<file path="src/hw/eitc_pkg.sv">
// Purpose: shared constants and types for the external line trigger block
// Assumes: 32-bit APB, one aligned word per register, 40 MHz pclk
// Notes: line fields sit on a four-bit stride, eight lines per register
package eitc_pkg;

    localparam int unsigned NUM_LINES = 24;
    localparam int unsigned NUM_CFG = 3;
    localparam int unsigned LINES_PER_REG = 8;
    localparam int unsigned FIELD_STRIDE = 4;
    localparam int unsigned MODE_LSB = 0;
    localparam int unsigned FILT_BIT = 3;
    localparam int unsigned FILT_FIRST_LINE = 16;

    // register byte addresses
    localparam logic [31:0] CFG_ADDR [NUM_CFG] = '{32'h5600_0088, 32'h5600_008C, 32'h5600_0090};
    localparam logic [31:0] STATUS_ADDR = 32'h5600_00C0;
    localparam logic [31:0] ENABLE_ADDR = 32'h5600_00C4;

    // writable bits; the top bit of each nibble is a filter enable only in the last register
    localparam logic [31:0] CFG_MASK [NUM_CFG] = '{32'h7777_7777, 32'h7777_7777, 32'hFFFF_FFFF};
    localparam logic [31:0] CFG_RESET = 32'h0000_0000;
    localparam logic [23:0] STATUS_RESET = 24'h00_0000;
    localparam logic [23:0] ENABLE_RESET = 24'h00_0000;

    // noise filter: least hold time, rounded up to whole pclk cycles
    localparam int unsigned CLK_PERIOD_PS = 25000;
    localparam int unsigned FILT_MIN_NS = 40;
    localparam int unsigned FILT_CYC_RAW = (FILT_MIN_NS * 1000 + CLK_PERIOD_PS - 1) / CLK_PERIOD_PS;
    localparam int unsigned FILT_CYC = (FILT_CYC_RAW < 1) ? 1 : FILT_CYC_RAW;
    // two sync stages plus the previous sample, all to fill after reset
    localparam int unsigned WARM_EXTRA = 3;

    localparam logic [2:0] MODE_LOW = 3'h0;
    localparam logic [2:0] MODE_HIGH = 3'h1;

    typedef enum logic [1:0] {
        TRIG_LEVEL = 2'h0,
        TRIG_FALL = 2'h1,
        TRIG_RISE = 2'h2,
        TRIG_BOTH = 2'h3
    } eitc_trig_t;

    typedef struct packed {
        logic filt_on;
        logic [2:0] mode;
    } eitc_line_cfg_t;

endpackage

</file>
<file path="src/hw/eitc_trigger_config.sv">
// Purpose: trigger type selection and detection for 24 external lines, APB slave
// Assumes: APB master as usual; one wait state on every access
// Notes: sticky status per line, enable mask, one level interrupt output
`timescale 1ns/1ps

// What this block does
// RQ1 - twenty-four external lines, each with its own trigger method
// RQ2 - code 000 requests while line low, 001 while line high
// RQ3 - codes 01x falling, 10x rising, 11x both edges; low bit ignored
// RQ4 - sources hold a level at least 40 ns on lines 0 to 15
// RQ5 - first register: lines 0 to 7, four-bit stride, bits 2:0 to 30:28
// RQ6 - second register: lines 8 to 15, nibble top bits reserved
// RQ7 - third register: lines 16 to 23 on the same stride
// RQ8 - third register nibble top bit enables that line's noise filter
// RQ9 - all three registers read and write, reset to zero
// RQ10 - inputs synchronised; edges by comparing current and previous sample
// RQ11 - filter disabled means synchronised input feeds detector directly
module eitc_trigger_config
    import eitc_pkg::*;
(
    input wire logic pclk,
    input wire logic presetn,
    input wire logic psel,
    input wire logic penable,
    input wire logic pwrite,
    input wire logic [31:0] paddr,
    input wire logic [31:0] pwdata,
    output logic [31:0] prdata,
    output logic pready,
    output logic pslverr,
    input wire logic [NUM_LINES-1:0] external_request_line,
    output logic [NUM_LINES-1:0] trigger_request,
    output logic irq
);

    function automatic logic addr_hit(input logic [31:0] a, input logic [31:0] off);
        return a == off;
    endfunction

    logic [31:0] cfg_r [NUM_CFG];
    logic [23:0] status_r, enable_r;
    logic [31:0] prdata_r;
    logic pready_r, pslverr_r;

    logic [NUM_CFG-1:0] cfg_hit;
    logic stat_hit, en_hit, mapped, access, done, wr, rd_first;
    logic [31:0] rd_val;
    logic [23:0] line_req, clr_bits, status_nxt, enable_nxt;
    eitc_line_cfg_t line_cfg [NUM_LINES];

    // bus decode
    assign access = psel & penable;
    assign done = access & pready_r;
    assign wr = done & pwrite;
    assign rd_first = access & ~pready_r;
    assign stat_hit = addr_hit(paddr, STATUS_ADDR);
    assign en_hit = addr_hit(paddr, ENABLE_ADDR);
    assign mapped = (|cfg_hit) | stat_hit | en_hit;

    genvar j, i;
    generate
        for (j = 0; j < NUM_CFG; j++) begin : g_cfg
            assign cfg_hit[j] = addr_hit(paddr, CFG_ADDR[j]);
            // reserved bits never stored, so they read back as zero
            always_ff @(posedge pclk or negedge presetn) begin
                if (!presetn) begin
                    cfg_r[j] <= CFG_RESET; // RQ9
                end else if (wr && cfg_hit[j]) begin
                    cfg_r[j] <= pwdata & CFG_MASK[j]; // RQ5 RQ6 RQ7
                end
            end
        end

        for (i = 0; i < NUM_LINES; i++) begin : g_line
            localparam int unsigned R = i / LINES_PER_REG;
            localparam int unsigned B = (i % LINES_PER_REG) * FIELD_STRIDE;
            assign line_cfg[i].mode = cfg_r[R][B + MODE_LSB +: 3]; // RQ1
            // lines below 16 always run through the filter
            assign line_cfg[i].filt_on = (i >= FILT_FIRST_LINE) ? cfg_r[R][B + FILT_BIT] : 1'b1; // RQ8
            eitc_line_detect #(
                .FILT_CYCLES(FILT_CYC)
            ) u_det (
                .pclk(pclk),
                .presetn(presetn),
                .line_in(external_request_line[i]),
                .cfg(line_cfg[i]),
                .req_o(line_req[i])
            );
        end
    endgenerate

    always_comb begin
        rd_val = 32'h0000_0000;
        for (int k = 0; k < NUM_CFG; k++) begin
            if (cfg_hit[k]) begin
                rd_val = cfg_r[k]; // RQ9
            end
        end
        if (stat_hit) begin
            rd_val = {8'h00, status_r};
        end
        if (en_hit) begin
            rd_val = {8'h00, enable_r};
        end
    end

    // a request in the same cycle as its write-one-to-clear keeps the bit set
    assign clr_bits = (wr && stat_hit) ? pwdata[23:0] : 24'h00_0000;
    assign status_nxt = (status_r & ~clr_bits) | line_req; // RQ1
    assign enable_nxt = (wr && en_hit) ? pwdata[23:0] : enable_r;

    always_ff @(posedge pclk or negedge presetn) begin
        if (!presetn) begin
            status_r <= STATUS_RESET;
            enable_r <= ENABLE_RESET;
        end else begin
            status_r <= status_nxt;
            enable_r <= enable_nxt;
        end
    end

    // one wait state so read data comes straight from a flip-flop
    always_ff @(posedge pclk or negedge presetn) begin
        if (!presetn) begin
            pready_r <= 1'b0;
            pslverr_r <= 1'b0;
            prdata_r <= 32'h0000_0000;
        end else begin
            pready_r <= rd_first;
            pslverr_r <= rd_first & ~mapped;
            prdata_r <= (rd_first && !pwrite) ? rd_val : prdata_r;
        end
    end

    assign prdata = prdata_r;
    assign pready = pready_r;
    assign pslverr = pslverr_r;
    assign trigger_request = line_req;
    assign irq = |(status_r & enable_r);
endmodule // eitc_trigger_config

</file>
<file path="src/hw/eitc_line_detect.sv">
// Purpose: one line: synchroniser, noise filter, trigger detector
// Assumes: line_in is asynchronous to pclk
// Notes: req_o is registered; level modes hold it, edge modes pulse it; quiet just after reset
`timescale 1ns/1ps
module eitc_line_detect
    import eitc_pkg::*;
#(
    parameter int unsigned FILT_CYCLES = FILT_CYC
) (
    input wire logic pclk,
    input wire logic presetn,
    input wire logic line_in,
    input wire eitc_line_cfg_t cfg,
    output logic req_o
);
    localparam int unsigned CW = $clog2(FILT_CYCLES + 1);
    localparam int unsigned WARM = FILT_CYCLES + WARM_EXTRA;
    localparam int unsigned WW = $clog2(WARM + 1);

    logic sync1_r, sync2_r, filt_r, prev_r, req_r;
    logic [CW-1:0] cnt_r;
    logic differs, settled, cond, fall, rise, req_nxt;
    logic warm_done;
    logic [WW-1:0] warm_r;
    eitc_trig_t trig;

    // the filter output only moves once the new level has held FILT_CYCLES cycles
    assign differs = sync2_r != filt_r;
    assign settled = differs && (cnt_r == CW'(FILT_CYCLES - 1));
    assign cond = cfg.filt_on ? filt_r : sync2_r; // RQ11
    assign trig = eitc_trig_t'(cfg.mode[2:1]);
    assign fall = prev_r & ~cond; // RQ10
    assign rise = ~prev_r & cond; // RQ10
    assign req_o = req_r;
    // reset zeros in the pipeline would pose as a low level or an edge,
    // so requests wait until sync, filter and previous sample hold real values
    assign warm_done = warm_r == WW'(WARM);

    always_comb begin
        case (trig)
            TRIG_LEVEL: req_nxt = cfg.mode[0] ? cond : ~cond; // RQ2
            TRIG_FALL: req_nxt = fall; // RQ3
            TRIG_RISE: req_nxt = rise; // RQ3
            TRIG_BOTH: req_nxt = fall | rise; // RQ3
            default: req_nxt = 1'b0;
        endcase
    end

    always_ff @(posedge pclk or negedge presetn) begin
        if (!presetn) begin
            sync1_r <= 1'b0;
            sync2_r <= 1'b0;
        end else begin
            sync1_r <= line_in; // RQ10
            sync2_r <= sync1_r;
        end
    end

    always_ff @(posedge pclk or negedge presetn) begin
        if (!presetn) begin
            cnt_r <= '0;
            filt_r <= 1'b0;
        end else begin
            cnt_r <= (!differs || settled) ? '0 : cnt_r + CW'(1);
            filt_r <= settled ? sync2_r : filt_r;
        end
    end

    always_ff @(posedge pclk or negedge presetn) begin
        if (!presetn) begin
            prev_r <= 1'b0;
            req_r <= 1'b0;
            warm_r <= '0;
        end else begin
            prev_r <= cond;
            req_r <= warm_done ? req_nxt : 1'b0; // RQ10
            warm_r <= warm_done ? warm_r : warm_r + WW'(1);
        end
    end
endmodule // eitc_line_detect

</file>
<file path="config.mk">
export PLATFORM = sky130hd
export DESIGN_NAME = eitc_trigger_config
export DESIGN_NICKNAME = d
export VERILOG_FILES = /design/src/hw/eitc_pkg.sv /design/src/hw/eitc_trigger_config.sv /design/src/hw/eitc_line_detect.sv
export SDC_FILE = /design/constraint.sdc
export NUM_CORES = 1
export LEC_CHECK = 0
export BUFFER_PORTS_ARGS = -buffer_cell sky130_fd_sc_hd__buf_2
export CAP_MARGIN = 25
export CORE_ASPECT_RATIO = 1.5
export CORE_MARGIN = 8
export CORE_UTILIZATION = 35
export CTS_CLUSTER_DIAMETER = 150
export DETAILED_ROUTE_END_ITERATION = 7
export HOLD_SLACK_MARGIN = 0.08
export PLACE_DENSITY_LB_ADDON = 0.15
export SYNTH_ARGS = -nofsm -noshare
export SYNTH_HDL_FRONTEND = slang
export SYNTH_SLANG_ARGS = --single-unit
</file>
<file path="constraint.sdc">
create_clock -name pclk -period 2.3 [get_ports pclk]
set_input_delay 0.46 -clock pclk [delete_from_list [all_inputs] [get_ports pclk]]
set_output_delay 0.46 -clock pclk [all_outputs]
set_load 0.03 [all_outputs]
</file>
Word-level counts from Yosys, hierarchy flattened:

Index checks and enable logic that the tools add are counted.

* add/sub/neg operators: 48
* multiplexer cells: 110
* equal/unequal tests: 149
* bitwise logic cells: 133
* reduce and logical (&&, ||, !) cells: 105

Operator list (count)
* == test 32 x 31 -> 1 bit, second input constant: 5
* == test 2 x 1 -> 1 bit, second input constant: 48
* == test 2 bit, second input constant: 48
* two-way mux 32 bit: 3
* one-hot mux 1 bit (4 select lines): 24
* adder 3 x 1 -> 3 bit, second input constant: 24
* == test 3 bit, second input constant: 24
* two-way mux 31 bit: 2
* two-way mux 1 bit: 56
* AND 1 bit: 53
* inverter 1 bit: 50
* adder 2 x 1 -> 2 bit, second input constant: 24
* AND 24 bit: 2
* zero test 2 bit: 24
* two-way mux 2 bit: 24
* logical AND 1 bit: 30
* OR 1 bit: 26
* zero test 1 bit: 25
* logical OR 1 bit: 24
* two-way mux 24 bit: 1
* != test 1 bit: 24
* inverter 24 bit: 1
* OR 24 bit: 1
* OR reduction 24 bit: 1
* OR reduction 3 bit: 1

* word-level logic and storage cells: 721
* output and inout bits: 59
* bits in registers: 402
* input bits: 93

Longest topological paths before layout:

* depth in word-level cells: 8
* gate-level depth with buffers: 7

Modules after synthesis:

From an unflattened synthesis, not the netlist that was laid out.

* cells, all modules: 1546
* area, all modules: 18534.0 sq um

Modules (own cells, without submodules)
* eitc_line_detect: times used 24, area each 457.9 sq um, cells an instance 39
* eitc_trigger_config: times used 1, area each 7543.5 sq um, cells an instance 610

Least setup slack after synthesis:

OpenSTA, ideal clock, no wires.

* kind: input port to flip-flop
* start: in paddr[1]
* end: reg enable_r[10]
* path buffers: 3
* stages on the path: 7
* required time: 2.175 ns
* arrival: 2.344 ns
* setup slack: -0.169 ns
* cell sequence: or4b_1 clkbuf_1 or3_1 buf_2 nor3_4 buf_6 mux2_2

* cells in the longest elaborated chain, start to end: 2

Ends and longest elaborated chain
* from (decl): line eitc_trigger_config.sv:26 `input wire logic [31:0] paddr,`
* == test 32 x 31 -> 1 bit: line eitc_trigger_config.sv:37 `return a == off;`
* logical AND 1 bit: line eitc_trigger_config.sv:110 `assign enable_nxt = (wr && en_hit) ? pwdata[23:0] : enable_r;`
* to (signal assigned): line eitc_trigger_config.sv:118 `enable_r <= enable_nxt;`
* to (decl): line eitc_trigger_config.sv:41 `logic [23:0] status_r, enable_r;`

No other way between the ends.
A chain may end at the register's enable or synchronous reset.

Worst setup path in the final report:

* start: reg enable_r[17]
* end: out irq

* cells in the longest elaborated chain, start to end: 2

Ends and longest elaborated chain
* AND 24 bit: line eitc_trigger_config.sv:139 `assign irq = |(status_r & enable_r);`
* OR reduction 24 bit: line eitc_trigger_config.sv:139
* to (decl): line eitc_trigger_config.sv:33 `output logic irq`

No other way between the ends.

==> qor.txt <==
===============================================================================================
Run status                                                                         complete, but fails checks
Failing checks                                                                     setup timing
Hold path startpoint                                                                 pwdata[27]
Clk buf depth                                                                                 3
Ratio of cells with drive above 1 in the final layout                                     23.3%
Post-synthesis net count                                                                   1843
Power per cell area                                                                  832 nW/µm²
Worst Path Class, Setup                                                            flop to output pin
Final hold violation count                                                                    0
Critical path data arrival time                                                         1.96 ns
Netlist Area Pre-Place                                                                18800 µm²
Number of H-tree levels                                                                       2
Die ar.                                                                               61400 µm²
Total GRT Usage                                                                           16.3%
Mux contribution to synthesized area                                                      10.3%
Placed inst area                                                                      20700 µm²
Syn Area/Cell                                                                          11.5 µm²
Dominant synthesized flop cell                                                          dfrtp_1
Placeable Area                                                                        53400 µm²
Number of synthesized register bits                                                         402
Final max-slew violation count                                                                0
Synthesized-area fraction occupied by adder cells                                         8.01%
Master of the slowest instance on the critical path                                     dfrtp_1
Synth Area in Compound Gates                                                              7.85%
Overall overflow remaining after global route                                                 0
Count of buffers inserted at the top-level ports                                            151
Unrepaired setup endpoints after global routing                                             yes
Worst IR Drop VDD                                                                      0.502 mV
CTS root buffer                                                                       clkbuf_16
Critical path endpoint category                                                      output pin
Synthesis-to-layout area growth                                                           18.8%
I/O pin count                                                                               152
Setup crit start kind                                                                      flop
CP required                                                                             1.84 ns
Reg-to-Reg Start                                                                   pready$_DFF_PN0_
Sequential cell area fraction in the yosys report                                         53.6%
Worst Setup Slack post-DPL                                                            -0.135 ns
Worst-margin pin slew                                                                  0.582 ns
Most common cell in the netlist                                                         dfrtp_1
Cell types with the largest area share after synthesis                             dfrtp_1, ha_1, mux2_2
Top fanout value on the critical path                                                         3
Combinational family with the most area after synthesis                            simple AND/OR/NAND/NOR gates
Critical Path, Cell by Cell                                                        a22oi_1 -> nand4_1 -> or3_4 -> buf_6
Synth async-reset ratio                                                                    100%
Fraction of post-synthesis cell area in the top cell type by area                         53.6%
Hold WC Path Type                                                                  input pin to flop
Cell taking the most area after synthesis                                               dfrtp_1
Routability-driven placement congestion ratio                                             0.825
Number of max-cap violations                                                                  0
Max Freq                                                                                413 MHz
Detailed-route vias per instance                                                           4.94
Synthesized instance count                                                                 1630
Final Instance Count excl. Fillers                                                         2556
Starting utilization of the core area                                                     35.1%
NumNets Final                                                                              2049
Number of antenna violations at the first check in global routing                             6
Horizontal die dimension                                                                 205 µm
Total number of vias                                                                      12600
Detailed-placement wirelength estimate                                                  36.3 mm
Height of the die                                                                        299 µm
Number of iterations in the first detailed-routing pass                                       5
Commonest cells in the netlist                                                     dfrtp_1, nor2_1, inv_1
Maximum number of pins on one net before global-route repair                                 59
Minimum clock period after layout                                                       2.42 ns
Area fraction in and, or, nand and nor cells after synthesis                              11.7%
Peak per-stage delay on the critical path                                               0.44 ns
Core Rows                                                                                   104
Register-to-Register Setup Slack                                                        0.34 ns
Setup skew after layout                                                               0.0164 ns
Remaining design rule violation count                                                         0
Number of global-route vias before repair                                                 13500
Worst slew margin relative to its limit                                                   60.2%
Ys Warns                                                                                      0
Xor and xnor area share after synthesis                                                   3.36%
Final clock period utilization by the worst path                                           105%
Count of cell types in the netlist                                                           51
Count of placed standard cells including taps                                              2451
Source-to-sink clock delay at the later pin of the worst-skew pair                      0.56 ns
Antenna Violating Nets Remaining                                                              0
Final setup TNS                                                                       -0.122 ns
Count of final setup violators                                                                1
Least setup slack across all paths after layout                                       -0.122 ns
Beginning of the critical path                                                     enable_r[17]$_DFFE_PN0P_
Final design instance area without fill                                               22300 µm²
CTS tree                                                                                  built
First DRT Iteration DRCs                                                                    510
Clock input transition at the sequential cells of the worst setup and hold paths        0.06 ns
Global-route wire length before repair                                                  78.0 mm
Total Routed Length                                                                     49.3 mm
CTS buffer count                                                                             43
Fill cells                                                                                 5172
Final core utilization                                                                    41.8%
Clock sinks                                                                                 402
Routed wire per std cell                                                                19.3 µm
LEAKAGE                                                                                 10.4 nW
EDFF count, synth                                                                             0
===============================================================================================
-- cell families (layout without fill, tap and decap cells) --
logic type	after synthesis	in the layout
adders and majority gates	120	120
xor gates and xnor gates	72	72
buffers and inverters	221	454
DFF	402	402
AOI/OAI and AO/OA	227	227
muxes	159	159
other	0	4
and+or+nand+nor	429	429
-- power breakdown --
group | switching [mW] | internal [mW] | leakage (nW)
Clock | 2.84 | 3.75 | 0.642
Sequential | 0.751 | 7.98 | 4.93
Combinational | 1.78 | 1.43 | 4.85
-- cells in the final DEF (no fill, tap or decap), types with 3 or more instances in the layout --
| master | instances |
|---|---|
| o31ai_1 | 8 |
| clkbuf_1 | 12 |
| o22ai_1 | 17 |
| mux2_4 | 20 |
| nor3b_1 | 18 |
| nor4b_1 | 46 |
| nor2b_1 | 16 |
| a21oi_1 | 24 |
| nor3_1 | 19 |
| a211oi_1 | 36 |
| o21ai_0 | 70 |
| nand2_1 | 113 |
| nor2_1 | 157 |
| xor2_1 | 65 |
| dfrtp_2 | 3 |
| o21bai_1 | 25 |
| buf_4 | 59 |
| mux4_2 | 15 |
| buf_2 | 149 |
| xnor2_1 | 7 |
| inv_1 | 137 |
| diode_2 | 4 |
| clkbuf_16 | 44 |
| or2_2 | 3 |
| buf_12 | 10 |
| dlygate4sd3_1 | 25 |
| mux2_2 | 96 |
| mux2i_1 | 26 |
| nand2b_1 | 26 |
| clkinv_2 | 8 |
| o311ai_0 | 18 |
| clkbuf_8 | 4 |
| a22oi_1 | 20 |
| dfrtp_1 | 399 |
| nor4b_2 | 3 |
| ha_1 | 120 |
| nand4_1 | 4 |
-- critical path, delay by kind of cell, from the launching register on --
family,cells,cell delay [ns]
AOI/OAI and AO/OA,1,0.22
buffers and inverters,1,0.16
DFF,1,0.44
and+or+nand+nor,2,0.59
-- state kept, by name, indices dropped and copies added, names as in the netlist --
register	flops
pready	1
cfg_r	80
g_line.u_det.sync2_r	24
status_r	24
enable_r	24
g_line.u_det.prev_r	24
g_line.u_det.req_o	24
g_line.u_det.warm_r	72
g_line.u_det.cnt_r	48
g_line.u_det.filt_r	24
pslverr	1
prdata	32
g_line.u_det.sync1_r	24
-- layer usage --
layer  up-vias  global-route usage [%]  routed length [µm]
met1      6284                    19.8               20500
li1       5972                       -                   -
met4         2                    6.19                1800
met5         -                       0                   8
met3        98                    2.62                2090
met2       270                    28.5               24800
-- path summary, 6_finish.rpt --
| check | cells after the start | end |
|---|---|---|
| max in group asynchronous | 3 | g_line[11].u_det.sync1_r$_DFF_PN0_ |
| worst min-delay path | 2 | cfg_r[27]$_DFFE_PN0P_ |
| worst max-delay path | 4 | irq |
| worst min register to register | 0 | g_line[12].u_det.sync2_r$_DFF_PN0_ |
| worst max register to register | 6 | cfg_r[53]$_DFFE_PN0P_ |
| min in group asynchronous | 2 | enable_r[2]$_DFFE_PN0P_ |
-- metrics by stage --
stage | hold WS (ns) | total power [mW]
6_report | 0.142 | 18.5
5_1_grt | 0.125 | 19.7
4_1_cts | 0.115 | 18.9
3_5_place_dp | 0.336 | 12.1
3_3_place_gp | 0.332 | 12.0
2_1_floorplan | 0.164 | 11.1
-- cell type report --
class                   instances  area [µm²]  area share, %
repair buffers                245        1670           7.47
inverters                     137         514           2.31
clock buffers                  60        1200           5.39
flip-flops and latches        402       10100           45.2
diodes                          4        10.0         0.0449
well taps                     689         862           3.87
clock inverters                12         103          0.460
multi-input cells            1007        7860           35.3
-- what timing repair did --
| item | in CTS | in global routing |
|---|---|---|
| hold buffers | 25 | 0 |
| endpoints found under the hold margin | 69 | 0 |
| pin swaps | 3 | 1 |
| setup buffers | 2 | 2 |
| endpoints found under the setup margin | 1 | 1 |
| gates resized for setup | 7 | 1 |
Note: power is estimated with default switching activity, not from simulation.
